==> config.mk <==
export PLATFORM = sky130hd
export DESIGN_NAME = mcu_irq_controller
export DESIGN_NICKNAME = d
export VERILOG_FILES = /design/src/logic/mcu_irq_pkg.sv /design/src/logic/mcu_irq_controller.sv /design/src/logic/pin_event_detect.sv
export SDC_FILE = /design/constraint.sdc
export NUM_CORES = 1
export LEC_CHECK = 0
export BUFFER_PORTS_ARGS = -buffer_cell sky130_fd_sc_hd__buf_2
export CAP_MARGIN = 10
export CORE_MARGIN = 5
export CORE_UTILIZATION = 47
export CTS_CLUSTER_SIZE = 8
export DETAILED_ROUTE_END_ITERATION = 12
export GPL_ROUTABILITY_DRIVEN = 0
export PLACE_DENSITY = 0.76
export SLEW_MARGIN = 0
export SYNTH_ARGS = -nofsm -noshare
export SYNTH_HDL_FRONTEND = slang
export SYNTH_SLANG_ARGS = --single-unit
==> constraint.sdc <==
create_clock -name clk -period 1.91 [get_ports clk]
set_input_delay 0.0955 -clock clk [delete_from_list [all_inputs] [get_ports clk]]
set_output_delay 0.0955 -clock clk [all_outputs]
set_load 0.05 [all_outputs]
==> src/logic/mcu_irq_pkg.sv <==
package mcu_irq_pkg;

    // ==========================================================
    // Register indices; the byte address is four times the index.
    // ==========================================================
    localparam logic [5:0] IDX_TIMER_IRQ_FLAGS = 6'h38;
    localparam logic [5:0] IDX_TIMER_IRQ_MASK = 6'h39;
    localparam logic [5:0] IDX_EXTERNAL_IRQ_FLAGS = 6'h3A;
    localparam logic [5:0] IDX_EXTERNAL_IRQ_MASK = 6'h3B;
    localparam logic [5:0] IDX_IRQ_CONTROL = 6'h3C;
    localparam logic [5:0] IDX_IRQ_STATUS = 6'h3D;
    localparam int ADDR_W = 8;

    // ==========================================================
    // Field positions.
    // ==========================================================
    localparam int BIT_EXT_PIN = 6;
    localparam int BIT_PIN_CHANGE = 5;
    localparam int BIT_T1_COMPARE = 6;
    localparam int BIT_T1_OVERFLOW = 2;
    localparam int BIT_T0_OVERFLOW = 1;
    localparam int BIT_GLOBAL_ENABLE = 7;
    localparam int SENSE_LSB = 0;
    localparam int STATUS_SRC_LSB = 4;

    // Writable bits of each mask register; all other bits read as zero.
    localparam logic [7:0] EXT_MASK_RW = 8'h60;
    localparam logic [7:0] TIMER_MASK_RW = 8'h46;

    // ==========================================================
    // Reset values.
    // ==========================================================
    localparam logic [7:0] EXT_MASK_RESET = 8'h00;
    localparam logic [7:0] TIMER_MASK_RESET = 8'h00;
    localparam logic [4:0] FLAGS_RESET = 5'h00;
    localparam logic [1:0] SENSE_RESET = 2'h0;

    // ==========================================================
    // Sources, in priority order, lowest index wins.
    // ==========================================================
    localparam int NUM_SRC = 5;
    localparam logic [2:0] SRC_EXT_PIN = 3'h0;
    localparam logic [2:0] SRC_PIN_CHANGE = 3'h1;
    localparam logic [2:0] SRC_T1_COMPARE = 3'h2;
    localparam logic [2:0] SRC_T1_OVERFLOW = 3'h3;
    localparam logic [2:0] SRC_T0_OVERFLOW = 3'h4;
    localparam logic [8:0] VECTOR_BASE = 9'h001;
    localparam int PC_W = 9;

    // ==========================================================
    // External pin sense selection.
    // ==========================================================
    typedef enum logic [1:0] {
        SENSE_LOW_LEVEL = 2'b00,
        SENSE_ANY_CHANGE = 2'b01,
        SENSE_FALLING = 2'b10,
        SENSE_RISING = 2'b11
    } sense_t;

    // ==========================================================
    // Timing counts in clock cycles.
    // ==========================================================
    localparam logic [2:0] ENTRY_CYCLES = 3'd4;
    localparam logic [2:0] WAKE_EXTRA_CYCLES = 3'd4;
    localparam logic [2:0] RETURN_CYCLES = 3'd4;

    // ==========================================================
    // Sequencer states.
    // ==========================================================
    typedef enum logic [2:0] {
        ST_IDLE = 3'b000,
        ST_WAKE = 3'b001,
        ST_ENTRY = 3'b010,
        ST_RETURN = 3'b011,
        ST_POST_RETURN = 3'b100
    } seq_state_t;

endpackage

==> src/logic/mcu_irq_controller.sv <==
`timescale 1ns/10ps
// What this block does
// Accepting an interrupt clears the global enable bit.
// Return completion sets global enable; software may also write it.
// Vectoring to a source clears that source's pending flag.
// Flags set and hold while their own enable is zero.
// Flags held while global enable is zero are served later, one by one.
// Low-level external mode has no flag; request follows the pin level.
// Status register is neither saved on entry nor restored on return.
// Entry halts the core four cycles while the 9-bit PC is pushed.
// Entry starts only at an instruction boundary, or from idle while the core is sleeping.
// Waking from sleep adds four more entry cycles.
// Return takes four cycles while the 9-bit PC is popped.
// After return, one main instruction completes before the next entry.
// External mask bit 6 enables the pin interrupt, vector 001 hex.
// The external pin raises requests even when configured as output.
// External mask bit 5 enables pin change, vector 002 hex.
// External flag bit 6 sets on pin event, clears on vector or one-write.
// Pin change flag bit 5 sets on change, clears on vector or one-write.
// Timer flag bit 6 compare match, mask bit 6, vector 003 hex.
// Timer flag bit 2 timer1 overflow, mask bit 2, vector 004 hex.
// Timer flag bit 1 timer0 overflow, mask bit 1, vector 005 hex.
// Writing one to a timer flag clears it.
// Reserved mask and flag bits read as zero.
// Lowest vector address wins among pending sources.
// Writing zero to a flag leaves it unchanged.
module mcu_irq_controller #(
    parameter int PORT_W = 6
) (
    input wire logic clk,
    input wire logic rst_n,
    input wire logic ce,
    input wire logic [mcu_irq_pkg::ADDR_W-1:0] avs_address,
    input wire logic avs_read,
    input wire logic avs_write,
    input wire logic [31:0] avs_writedata,
    input wire logic [3:0] avs_byteenable,
    output logic [31:0] avs_readdata,
    output logic avs_waitrequest,
    input wire logic ext_pin,
    input wire logic [PORT_W-1:0] port_pins,
    input wire logic t1_compare_match,
    input wire logic t1_overflow,
    input wire logic t0_overflow,
    input wire logic cpu_instr_boundary,
    input wire logic cpu_sleeping,
    input wire logic return_from_irq_instr,
    output logic cpu_halt,
    output logic return_busy,
    output logic irq_vector_valid,
    output logic [mcu_irq_pkg::PC_W-1:0] irq_vector_addr
);
    import mcu_irq_pkg::*;

    typedef struct packed {
        seq_state_t state;
        logic [2:0] cnt;
        logic [2:0] src;
        logic global_irq_enable;
        logic [1:0] ext_sense_sel;
        logic [7:0] external_irq_mask;
        logic [7:0] timer_irq_mask;
        logic [NUM_SRC-1:0] flags;
        logic waitreq;
        logic [31:0] readdata;
        logic halt;
        logic ret_busy;
        logic vec_valid;
        logic [PC_W-1:0] vec_addr;
    } ctrl_state_t;

    ctrl_state_t s;
    ctrl_state_t next_s;

    logic ext_event;
    logic ext_level_low;
    logic pin_change;

    // ==========================================================
    // Pin synchronisation and event detection.
    // ==========================================================
    pin_event_detect #(
        .PORT_W(PORT_W)
    ) u_pin_event_detect (
        .clk(clk),
        .rst_n(rst_n),
        .ce(ce),
        .ext_pin(ext_pin),
        .port_pins(port_pins),
        .ext_sense_sel(s.ext_sense_sel),
        .ext_event(ext_event),
        .ext_level_low(ext_level_low),
        .pin_change(pin_change)
    );

    // ==========================================================
    // Request, enable and priority terms.
    // ==========================================================
    logic level_mode;
    logic [NUM_SRC-1:0] hw_set;
    logic [NUM_SRC-1:0] enables;
    logic [NUM_SRC-1:0] requests;
    logic [NUM_SRC-1:0] pending;
    logic [2:0] winner;
    logic [5:0] reg_idx;
    logic addr_ok;
    logic [7:0] rd_byte;

    // Hardware events per source, in priority order.
    always_comb begin
        level_mode = s.ext_sense_sel == SENSE_LOW_LEVEL;

        hw_set[SRC_EXT_PIN] = ext_event && !level_mode;
        hw_set[SRC_PIN_CHANGE] = pin_change;
        hw_set[SRC_T1_COMPARE] = t1_compare_match;
        hw_set[SRC_T1_OVERFLOW] = t1_overflow;
        hw_set[SRC_T0_OVERFLOW] = t0_overflow;

        enables[SRC_EXT_PIN] = s.external_irq_mask[BIT_EXT_PIN];
        enables[SRC_PIN_CHANGE] = s.external_irq_mask[BIT_PIN_CHANGE];
        enables[SRC_T1_COMPARE] = s.timer_irq_mask[BIT_T1_COMPARE];
        enables[SRC_T1_OVERFLOW] = s.timer_irq_mask[BIT_T1_OVERFLOW];
        enables[SRC_T0_OVERFLOW] = s.timer_irq_mask[BIT_T0_OVERFLOW];

        requests = s.flags;
        // The level request lives only while the pin stays low.
        requests[SRC_EXT_PIN] = level_mode ? ext_level_low : s.flags[SRC_EXT_PIN];
        // A flag with its enable off stays latched but does not request.
        pending = requests & enables;
    end

    // Scan from the lowest priority up so the lowest index is left standing.
    always_comb begin
        winner = SRC_EXT_PIN;
        for (int i = NUM_SRC - 1; i >= 0; i--) begin
            if (pending[i]) begin
                winner = 3'(i);
            end
        end
    end

    // ==========================================================
    // Register read mux.
    // ==========================================================
    // Reserved bits come out as zero because only defined fields are placed.
    always_comb begin
        reg_idx = avs_address[ADDR_W-1:2];
        addr_ok = avs_address[1:0] == 2'b00;
        rd_byte = 8'h00;

        if (addr_ok) begin
            case (reg_idx)
                IDX_TIMER_IRQ_FLAGS: begin
                    rd_byte[BIT_T1_COMPARE] = s.flags[SRC_T1_COMPARE];
                    rd_byte[BIT_T1_OVERFLOW] = s.flags[SRC_T1_OVERFLOW];
                    rd_byte[BIT_T0_OVERFLOW] = s.flags[SRC_T0_OVERFLOW];
                end
                IDX_EXTERNAL_IRQ_FLAGS: begin
                    rd_byte[BIT_EXT_PIN] = s.flags[SRC_EXT_PIN] && !level_mode;
                    rd_byte[BIT_PIN_CHANGE] = s.flags[SRC_PIN_CHANGE];
                end
                IDX_TIMER_IRQ_MASK: rd_byte = s.timer_irq_mask & TIMER_MASK_RW;
                IDX_EXTERNAL_IRQ_MASK: rd_byte = s.external_irq_mask & EXT_MASK_RW;
                IDX_IRQ_CONTROL: begin
                    rd_byte[BIT_GLOBAL_ENABLE] = s.global_irq_enable;
                    rd_byte[SENSE_LSB +: 2] = s.ext_sense_sel;
                end
                IDX_IRQ_STATUS: begin
                    rd_byte[2:0] = s.state;
                    rd_byte[STATUS_SRC_LSB +: 3] = s.src;
                end
                default: rd_byte = 8'h00;
            endcase
        end
    end

    // ==========================================================
    // Next-state logic: bus slave, flags and entry/return sequencer.
    // ==========================================================
    logic bus_req;
    logic bus_take;
    logic sw_write;
    logic [7:0] wbyte;
    logic [NUM_SRC-1:0] sw_clear;
    logic [NUM_SRC-1:0] vec_clear;
    logic accept;

    always_comb begin
        next_s = s;
        bus_req = avs_read || avs_write;
        bus_take = bus_req && !s.waitreq;
        sw_write = bus_take && avs_write && avs_byteenable[0] && addr_ok;
        wbyte = avs_writedata[7:0];
        sw_clear = '0;
        vec_clear = '0;
        accept = 1'b0;

        if (ce) begin
            // One wait cycle per access; read data is captured when the wait drops.
            next_s.waitreq = !(bus_req && s.waitreq);
            if (bus_req && s.waitreq) begin
                next_s.readdata = {24'h000000, rd_byte};
            end

            next_s.vec_valid = 1'b0;

            // Register writes.
            if (sw_write) begin
                case (reg_idx)
                    IDX_TIMER_IRQ_FLAGS: begin
                        sw_clear[SRC_T1_COMPARE] = wbyte[BIT_T1_COMPARE];
                        sw_clear[SRC_T1_OVERFLOW] = wbyte[BIT_T1_OVERFLOW];
                        sw_clear[SRC_T0_OVERFLOW] = wbyte[BIT_T0_OVERFLOW];
                    end
                    IDX_EXTERNAL_IRQ_FLAGS: begin
                        sw_clear[SRC_EXT_PIN] = wbyte[BIT_EXT_PIN];
                        sw_clear[SRC_PIN_CHANGE] = wbyte[BIT_PIN_CHANGE];
                    end
                    IDX_TIMER_IRQ_MASK: next_s.timer_irq_mask = wbyte & TIMER_MASK_RW;
                    IDX_EXTERNAL_IRQ_MASK: next_s.external_irq_mask = wbyte & EXT_MASK_RW;
                    IDX_IRQ_CONTROL: begin
                        next_s.global_irq_enable = wbyte[BIT_GLOBAL_ENABLE];
                        next_s.ext_sense_sel = wbyte[SENSE_LSB +: 2];
                    end
                    default: next_s.cnt = s.cnt;
                endcase
            end

            // Sequencer.
            case (s.state)
                ST_IDLE, ST_POST_RETURN: begin
                    // Held flags wait here until global enable returns.
                    // Entry waits for the running instruction to finish.
                    // After a return, the first boundary ends the one main instruction.
                    accept = s.global_irq_enable && (|pending)
                        && (cpu_instr_boundary || (cpu_sleeping && s.state == ST_IDLE));
                    if (accept) begin
                        next_s.src = winner;
                        next_s.global_irq_enable = 1'b0;
                        next_s.halt = 1'b1;
                        if (cpu_sleeping) begin
                            next_s.state = ST_WAKE;
                            next_s.cnt = WAKE_EXTRA_CYCLES - 3'd1;
                        end else begin
                            next_s.state = ST_ENTRY;
                            next_s.cnt = ENTRY_CYCLES - 3'd1;
                        end
                    end else if (s.state == ST_POST_RETURN) begin
                        if (cpu_instr_boundary) begin
                            next_s.state = ST_IDLE;
                        end
                    end else if (return_from_irq_instr) begin
                        next_s.state = ST_RETURN;
                        next_s.cnt = RETURN_CYCLES - 3'd1;
                        next_s.ret_busy = 1'b1;
                    end
                end

                ST_WAKE: begin
                    next_s.cnt = s.cnt - 3'd1;
                    if (s.cnt == 3'd0) begin
                        next_s.state = ST_ENTRY;
                        next_s.cnt = ENTRY_CYCLES - 3'd1;
                    end
                end

                ST_ENTRY: begin
                    // The core pushes its PC while halted; no status copy is taken.
                    next_s.cnt = s.cnt - 3'd1;
                    if (s.cnt == 3'd0) begin
                        next_s.state = ST_IDLE;
                        next_s.halt = 1'b0;
                        next_s.vec_valid = 1'b1;
                        next_s.vec_addr = VECTOR_BASE + PC_W'(s.src);
                        for (int i = 0; i < NUM_SRC; i++) begin
                            vec_clear[i] = s.src == 3'(i);
                        end
                    end
                end

                ST_RETURN: begin
                    next_s.cnt = s.cnt - 3'd1;
                    if (s.cnt == 3'd0) begin
                        next_s.state = ST_POST_RETURN;
                        next_s.ret_busy = 1'b0;
                        next_s.global_irq_enable = 1'b1;
                    end
                end
                default: begin
                    next_s.state = ST_IDLE;
                    next_s.halt = 1'b0;
                    next_s.ret_busy = 1'b0;
                end
            endcase

            // A new event beats a clear in the same cycle; a zero write clears nothing.
            for (int i = 0; i < NUM_SRC; i++) begin
                next_s.flags[i] = hw_set[i] || (s.flags[i] && !sw_clear[i] && !vec_clear[i]);
            end
            // In level mode the external flag is held at zero.
            if (next_s.ext_sense_sel == SENSE_LOW_LEVEL) begin
                next_s.flags[SRC_EXT_PIN] = 1'b0;
            end
        end
    end

    // ==========================================================
    // State register.
    // ==========================================================
    always_ff @(posedge clk) begin
        if (!rst_n) begin
            s.state <= ST_IDLE;
            s.cnt <= 3'd0;
            s.src <= SRC_EXT_PIN;
            s.global_irq_enable <= 1'b0;
            s.ext_sense_sel <= SENSE_RESET;
            s.external_irq_mask <= EXT_MASK_RESET;
            s.timer_irq_mask <= TIMER_MASK_RESET;
            s.flags <= FLAGS_RESET;

            s.waitreq <= 1'b1;
            s.readdata <= 32'h00000000;
            s.halt <= 1'b0;
            s.ret_busy <= 1'b0;
            s.vec_valid <= 1'b0;
            s.vec_addr <= 9'h000;
        end else begin
            s <= next_s;
        end
    end

    // ==========================================================
    // Outputs, each straight from the state register.
    // ==========================================================
    assign avs_readdata = s.readdata;
    assign avs_waitrequest = s.waitreq;
    assign cpu_halt = s.halt;
    assign return_busy = s.ret_busy;
    assign irq_vector_valid = s.vec_valid;
    assign irq_vector_addr = s.vec_addr;

endmodule

==> src/logic/pin_event_detect.sv <==
`timescale 1ns/10ps
module pin_event_detect #(
    parameter int PORT_W = 6
) (
    input wire logic clk,
    input wire logic rst_n,
    input wire logic ce,
    input wire logic ext_pin,
    input wire logic [PORT_W-1:0] port_pins,
    input wire logic [1:0] ext_sense_sel,
    output logic ext_event,
    output logic ext_level_low,
    output logic pin_change
);
    import mcu_irq_pkg::*;

    typedef struct packed {
        logic ext_s1;
        logic ext_s2;
        logic ext_prev;
        logic [PORT_W-1:0] pins_s1;
        logic [PORT_W-1:0] pins_s2;
        logic [PORT_W-1:0] pins_prev;
        logic [1:0] primed;
    } detect_state_t;

    detect_state_t s;
    detect_state_t next_s;

    // ==========================================================
    // Synchronisers and previous-sample registers.
    // ==========================================================
    // Edges are ignored until the chain has filled, so that reset values give no false change.
    always_comb begin
        next_s = s;
        if (ce) begin
            next_s.ext_s1 = ext_pin;
            next_s.ext_s2 = s.ext_s1;
            next_s.ext_prev = s.ext_s2;
            next_s.pins_s1 = port_pins;
            next_s.pins_s2 = s.pins_s1;
            next_s.pins_prev = s.pins_s2;
            if (s.primed != 2'h3) begin
                next_s.primed = s.primed + 2'h1;
            end
        end
    end

    always_ff @(posedge clk) begin
        if (!rst_n) begin
            s <= '0;
        end else begin
            s <= next_s;
        end
    end

    // The pin level is read whatever its direction, so software can drive it to interrupt.
    always_comb begin
        ext_level_low = !s.ext_s2 && (s.primed == 2'h3);
        pin_change = (s.pins_s2 != s.pins_prev) && (s.primed == 2'h3);
        case (sense_t'(ext_sense_sel))
            SENSE_ANY_CHANGE: ext_event = s.ext_s2 != s.ext_prev;
            SENSE_FALLING: ext_event = s.ext_prev && !s.ext_s2;
            SENSE_RISING: ext_event = !s.ext_prev && s.ext_s2;
            default: ext_event = 1'b0;
        endcase
        if (s.primed != 2'h3) begin
            ext_event = 1'b0;
        end
    end

endmodule

After elaboration in Yosys (flattened, before gate mapping)
Index checks and enable logic that the tools add are counted.
{"block": "word_totals", "reg_bits": 75, "in_bits": 62}
{"block": "op_classes", "n_mux": 52, "eq_ne": 35, "reduce_logical": 68, "add_sub_neg": 3, "bitwise": 3}
{"operator": "19-bit two-way mux", "count": 2}
{"operator": "6-bit == test (second input constant)", "count": 6}
{"operator": "3-bit two-way mux", "count": 12}
{"operator": "5-bit two-way mux", "count": 6}
{"operator": "1-bit logical AND", "count": 24}
{"operator": "8-bit two-way mux", "count": 3}
{"operator": "10-bit two-way mux", "count": 2}
{"operator": "6-bit two-way mux", "count": 3}
{"operator": "2-bit inequality test (second input constant)", "count": 8}
{"operator": "1-bit zero test", "count": 15}
{"operator": "1-bit one-hot mux with 3 select lines", "count": 5}
{"operator": "3-bit by 2-bit == test with 1-bit output (second input constant)", "count": 4}
{"operator": "1-bit two-way mux", "count": 12}
{"operator": "3-bit one-hot mux with 4 select lines", "count": 1}
{"operator": "3-bit AND reduction", "count": 4}
{"operator": "6-bit AND reduction", "count": 2}
{"operator": "3-bit zero test", "count": 3}
{"operator": "3-bit one-hot mux with 3 select lines", "count": 1}
{"operator": "4-bit inequality test (second input constant)", "count": 2}
{"operator": "4-bit AND reduction", "count": 2}
{"operator": "2-bit OR reduction", "count": 4}
{"operator": "1-bit logical OR", "count": 7}
{"operator": "2-bit == test (second input constant)", "count": 3}
{"operator": "3-bit by 1-bit == test with 1-bit output (second input constant)", "count": 2}
{"operator": "other kinds (19)", "count": 28}

Logic depth before layout (Yosys ltp)
{"block": "logic_depth", "word_depth": 12, "ltp_mapped": 7}

Cells and area by module
A second synthesis with hierarchy kept.
{"block": "hier_totals", "hier_cells": 385, "area_unflattened_um2": 3599.7}
{"module": "mcu_irq_controller", "cells_per_inst": 292, "seq_area_each_um2": 740.7, "area_per_inst_um2": 2555.0, "n_inst": 1}
{"module": "pin_event_detect", "cells_per_inst": 93, "seq_area_each_um2": 460.4, "area_per_inst_um2": 1044.8, "n_inst": 1}

Least setup slack after synthesis
No wires, ideal clock.
{"block": "synth_timing", "kind": "register to register", "from": "reg u_pin_event_detect.s[0] (netlist bit)", "to": "reg s[73] (netlist bit)", "path_stages_with_launch": 8, "n_path_buf": 1, "arrival_time_ns": 1.826, "path_slack_ns": -0.004, "setup_ns": 0.088, "required_ns": 1.822, "cell_sequence": "dfxtp_1 ha_1 or4b_4 o2111ai_2 and3_1 buf_6 a211oi_2 a311oi_2"}
{"block": "synth_between", "elab_chain_cells": 9, "elab_cells_between_ends": 12, "cone_classes": "3 x eq/ne; 3 x mux; 1 x bitwise; 5 x reduce/logical"}
{"element": "from (decl)", "line_no": "pin_event_detect.sv:27", "source": "detect_state_t s;"}
{"element": "from (signal assigned)", "line_no": "pin_event_detect.sv:53", "source": "s <= next_s;"}
{"element": "2-bit == test *", "line_no": "pin_event_detect.sv:59", "source": "ext_level_low = !s.ext_s2 && (s.primed == 2'h3);"}
{"element": "1-bit logical AND *", "line_no": "pin_event_detect.sv:59"}
{"element": "1-bit two-way mux *", "line_no": "mcu_irq_controller.sv:127", "source": "requests[SRC_EXT_PIN] = level_mode ? ext_level_low : s.flags[SRC_EXT_PIN];"}
{"element": "5-bit bitwise AND *", "line_no": "mcu_irq_controller.sv:129", "source": "pending = requests & enables;"}
{"element": "5-bit OR reduction *", "line_no": "mcu_irq_controller.sv:235", "source": "accept = s.global_irq_enable && (|pending)"}
{"element": "1-bit logical AND *", "line_no": "mcu_irq_controller.sv:235"}
{"element": "1-bit logical AND *", "line_no": "mcu_irq_controller.sv:236", "source": "&& (cpu_instr_boundary || (cpu_sleeping && s.state == ST_IDLE));"}
{"element": "3-bit inequality test (no line) / 6-bit two-way mux (equally long branches)"}
{"element": "4-bit AND reduction (no line) / 3-bit one-hot mux with 3 select lines (equally long branches)"}
{"element": "to (signal assigned)", "line_no": "mcu_irq_controller.sv:328", "source": "s <= next_s;"}
{"element": "to (decl)", "line_no": "mcu_irq_controller.sv:72", "source": "ctrl_state_t s;"}
Every way passes the cells marked *; elsewhere a longest branch is shown, timed or not.
A chain may end at the register's enable or synchronous reset.

Worst setup path after layout
{"block": "layout_timing", "from": "reg u_pin_event_detect.s[1] (netlist bit)", "to": "reg s[73] (netlist bit)"}
Same word-level chain as after synthesis.

==> metrics.cfg <==
[run_status]
status=complete, but fails checks
violations=negative setup slack

[logic_synthesis]
ys_types=60
syn_area_mm2=0.00343
synth_seq_cells=60
synth_edf_count=0
ys.warnings.count=0
async_flop_share=0
synthFlopType=dfxtp_1
yosysSeqAreaShare=0.350
synthCells=400
synth_area_per_cell_um2=8.57

[worst_setup_path]
cp_top_family=simple AND/OR/NAND/NOR gates
start_kind=flop
worst_r2r_endpoint=s[73]$_SDFFE_PN0P_
crit_required_ns=2.13
cp_slowest_cell=or4b_4
slowest_delay_ns=0.48
rr_startpoint=u_pin_event_detect.s[1]$_SDFFE_PN0P_
path_cells=ha_4 -> or4b_4 -> o2111ai_4 -> and3_4 -> buf_6 -> a21o_1 -> a311oi_2
timing.critical_path.from=u_pin_event_detect.s[1]$_SDFFE_PN0P_
worst_r2r_path_depth=7
cp_max_fo=4
end_kind=flop
worstSetupPathType=reg -> reg
r2r_slack_ns=-0.01
worst-path-buf-inv=1
cp.arrival_ns=2.14

[floorplanning]
die_x_um=95.4
dieArea_mm2=0.00910
coreArea_mm2=0.00718
std_cell_rows=31
die_h_um=95.4
pin_count=107
start_util=0.478

[cells_and_area]
n_fill_cell=629
drive_gt1_frac=0.255
final_area_mm2=0.00412
final_nets=542
n_antenna_cell=0
final_cell_mix=dfxtp_1, buf_2, nor2_1
final_common_cell=dfxtp_1
instances_no_fill=574
areaGrowthSynthToFinish_pct=20.3

[clock_network]
cts_tree=done
root_buffer=clkbuf_8
numCtsBuffers=9
clkSinkCount=60
clk_path_buf_depth=2
clkLatencyLatePin_ns=0.35
h-tree-depth=3
path_clk_slew_ns=0.07

[timing]
max_freq_ghz=0.520
holdWs_ns=0.00472
relSlewSlack=0.483
finalClockSkew_ns=0.0102
tightest_slew_ns=0.773
finalHoldViolCount=0
drv_slew=0
min_period_over_period=1.01
setup_viol=2
setup_slack_ns=-0.0127
finalCriticalPeriod_ns=1.92
rsz0062_at_grt=yes

[power]
p_leak_nw=1.79
vdd_drop_max_mv=0.572
power.total_w=0.00318
powerDensity_mw_per_mm2=771

[hold_path]
min_from=port_pins[4]
worstHoldPathType=in -> reg
whs_endpoint=u_pin_event_detect.s[18]$_SDFFE_PN0P_
hold_depth=3

[route]
drtIter0Drc=242
viasPerCell=5.30
drc=0
ant_nets=0
via_count=3040
firstDrtPassIters=5
wire_per_inst_um=14.6
wirelength_mm=8.36

[global_routing]
grt_pass1_wl_mm=13.3
grt_pass1_vias=2847
grt_max_degree=29
antenna_found_initial=0
grt_usage=0.188
grt_overflow=0

[placed_design]
io_buffers=47
dp_hpwl_mm=6.02
dp_slack_ns=-0.0312
dp.cells=548
place_area_mm2=0.00376

[job]
drv_cap=0

where the power goes:
part           switching, W  total [W]  leakage (nW)  internal, W
Combinational      0.000437   0.000672          1.21     0.000235
Clock              0.000555    0.00116        0.0994     0.000608
Sequential        0.0000417    0.00134         0.489      0.00130
worst register-to-register path: cells and delay by family, from the launching register on:
family | cells | cell delay, ns
flops | 1 | 0.36
fa+ha+maj | 1 | 0.13
buf+inv | 1 | 0.11
simple gates | 2 | 0.71
compound gates | 3 | 0.48
sequential cells by signal, summed over array words and instances, names as in the netlist:
| register | cells |
|---|---|
| avs_readdata | 7 |
| avs_waitrequest | 1 |
| cpu_halt | 1 |
| enables | 5 |
| irq_vector_addr | 4 |
| irq_vector_valid | 1 |
| requests | 4 |
| return_busy | 1 |
| s | 13 |
| u_pin_event_detect.s | 23 |
Yosys cell counts (4+ instances only):
master	number	area share
a21oi_1	20	0.029
a32oi_1	4	0.010
and2_1	4	0.0073
buf_4	41	0.090
clkbuf_1	13	0.014
dfxtp_1	60	0.35
ha_1	10	0.037
inv_1	15	0.016
mux2_2	4	0.013
mux2i_1	35	0.10
nand2_1	28	0.031
nand3_1	7	0.010
nor2_1	43	0.047
nor2b_1	11	0.020
nor3_1	5	0.0073
nor3b_1	4	0.0088
nor4_1	4	0.0073
o211a_1	4	0.012
o21ai_0	19	0.028
o22ai_1	4	0.0073
xor2_1	4	0.010
logic make-up after synthesis:
family,after synthesis,share of synthesized area
mux,39,0.115
buf+inv,76,0.131
flops,60,0.350
xor+xnor,7,0.0179
compound gates,82,0.165
fa+ha+maj,10,0.0365
simple gates,125,0.183
other cells,1,0.00109
stage by stage:
step / util / setup TNS, ns
floorplan: - / 0
global route: 0.575 / -0.364
finish: 0.575 / -0.0163
global placement: 0.524 / -0.00507
detailed placement: 0.524 / -0.0429
CTS: 0.569 / -0.0126
layout make-up:
cell class / count / area, µm² / area share
multi-input combinational: 293 / 1940 / 0.471
clock inverter: 7 / 77.6 / 0.0188
timing repair buffer: 89 / 588 / 0.143
inverter: 17 / 63.8 / 0.0155
clock buffer: 9 / 124 / 0.0300
sequential: 60 / 1200 / 0.292
tap: 99 / 124 / 0.0300
routing by layer:
layer,vias up,GRT usage,routed length [µm],part of all wire
li1,1468,-,-,-
met1,1385,0.239,3580,0.43
met2,164,0.303,3780,0.45
met3,23,0.0537,798,0.095
met4,0,0.0723,203,0.024
met5,-,0,0,0
how the worst max path moves through the flow:
| stage | end | slack (ns) | cells after the start |
|---|---|---|---|
| 6_report | s[73]$_SDFFE_PN0P_ | -0.01 | 7 |
| 4_1_cts | s[73]$_SDFFE_PN0P_ | -0.01 | 7 |
| 5_1_grt | s[73]$_SDFFE_PN0P_ | -0.07 | 7 |
| 3_3_place_gp | s[74]$_SDFFE_PN0P_ | -0.005 | 7 |
| 3_5_place_dp | s[74]$_SDFFE_PN0P_ | -0.03 | 7 |
| 2_1_floorplan | s[73]$_SDFFE_PN0P_ | 0.007 | 7 |
what timing repair did:
| action | CTS | global route |
|---|---|---|
| buffers inserted | 0 | 1 |
| pin swaps | 4 | 4 |
| endpoints found under the setup margin | 7 | 14 |
| endpoints found under the hold margin | 9 | 0 |
| cloned | 0 | 0 |
| hold buffers | 9 | 0 |
| gates resized for setup | 8 | 7 |
Note: power is estimated with default switching activity, not from simulation.
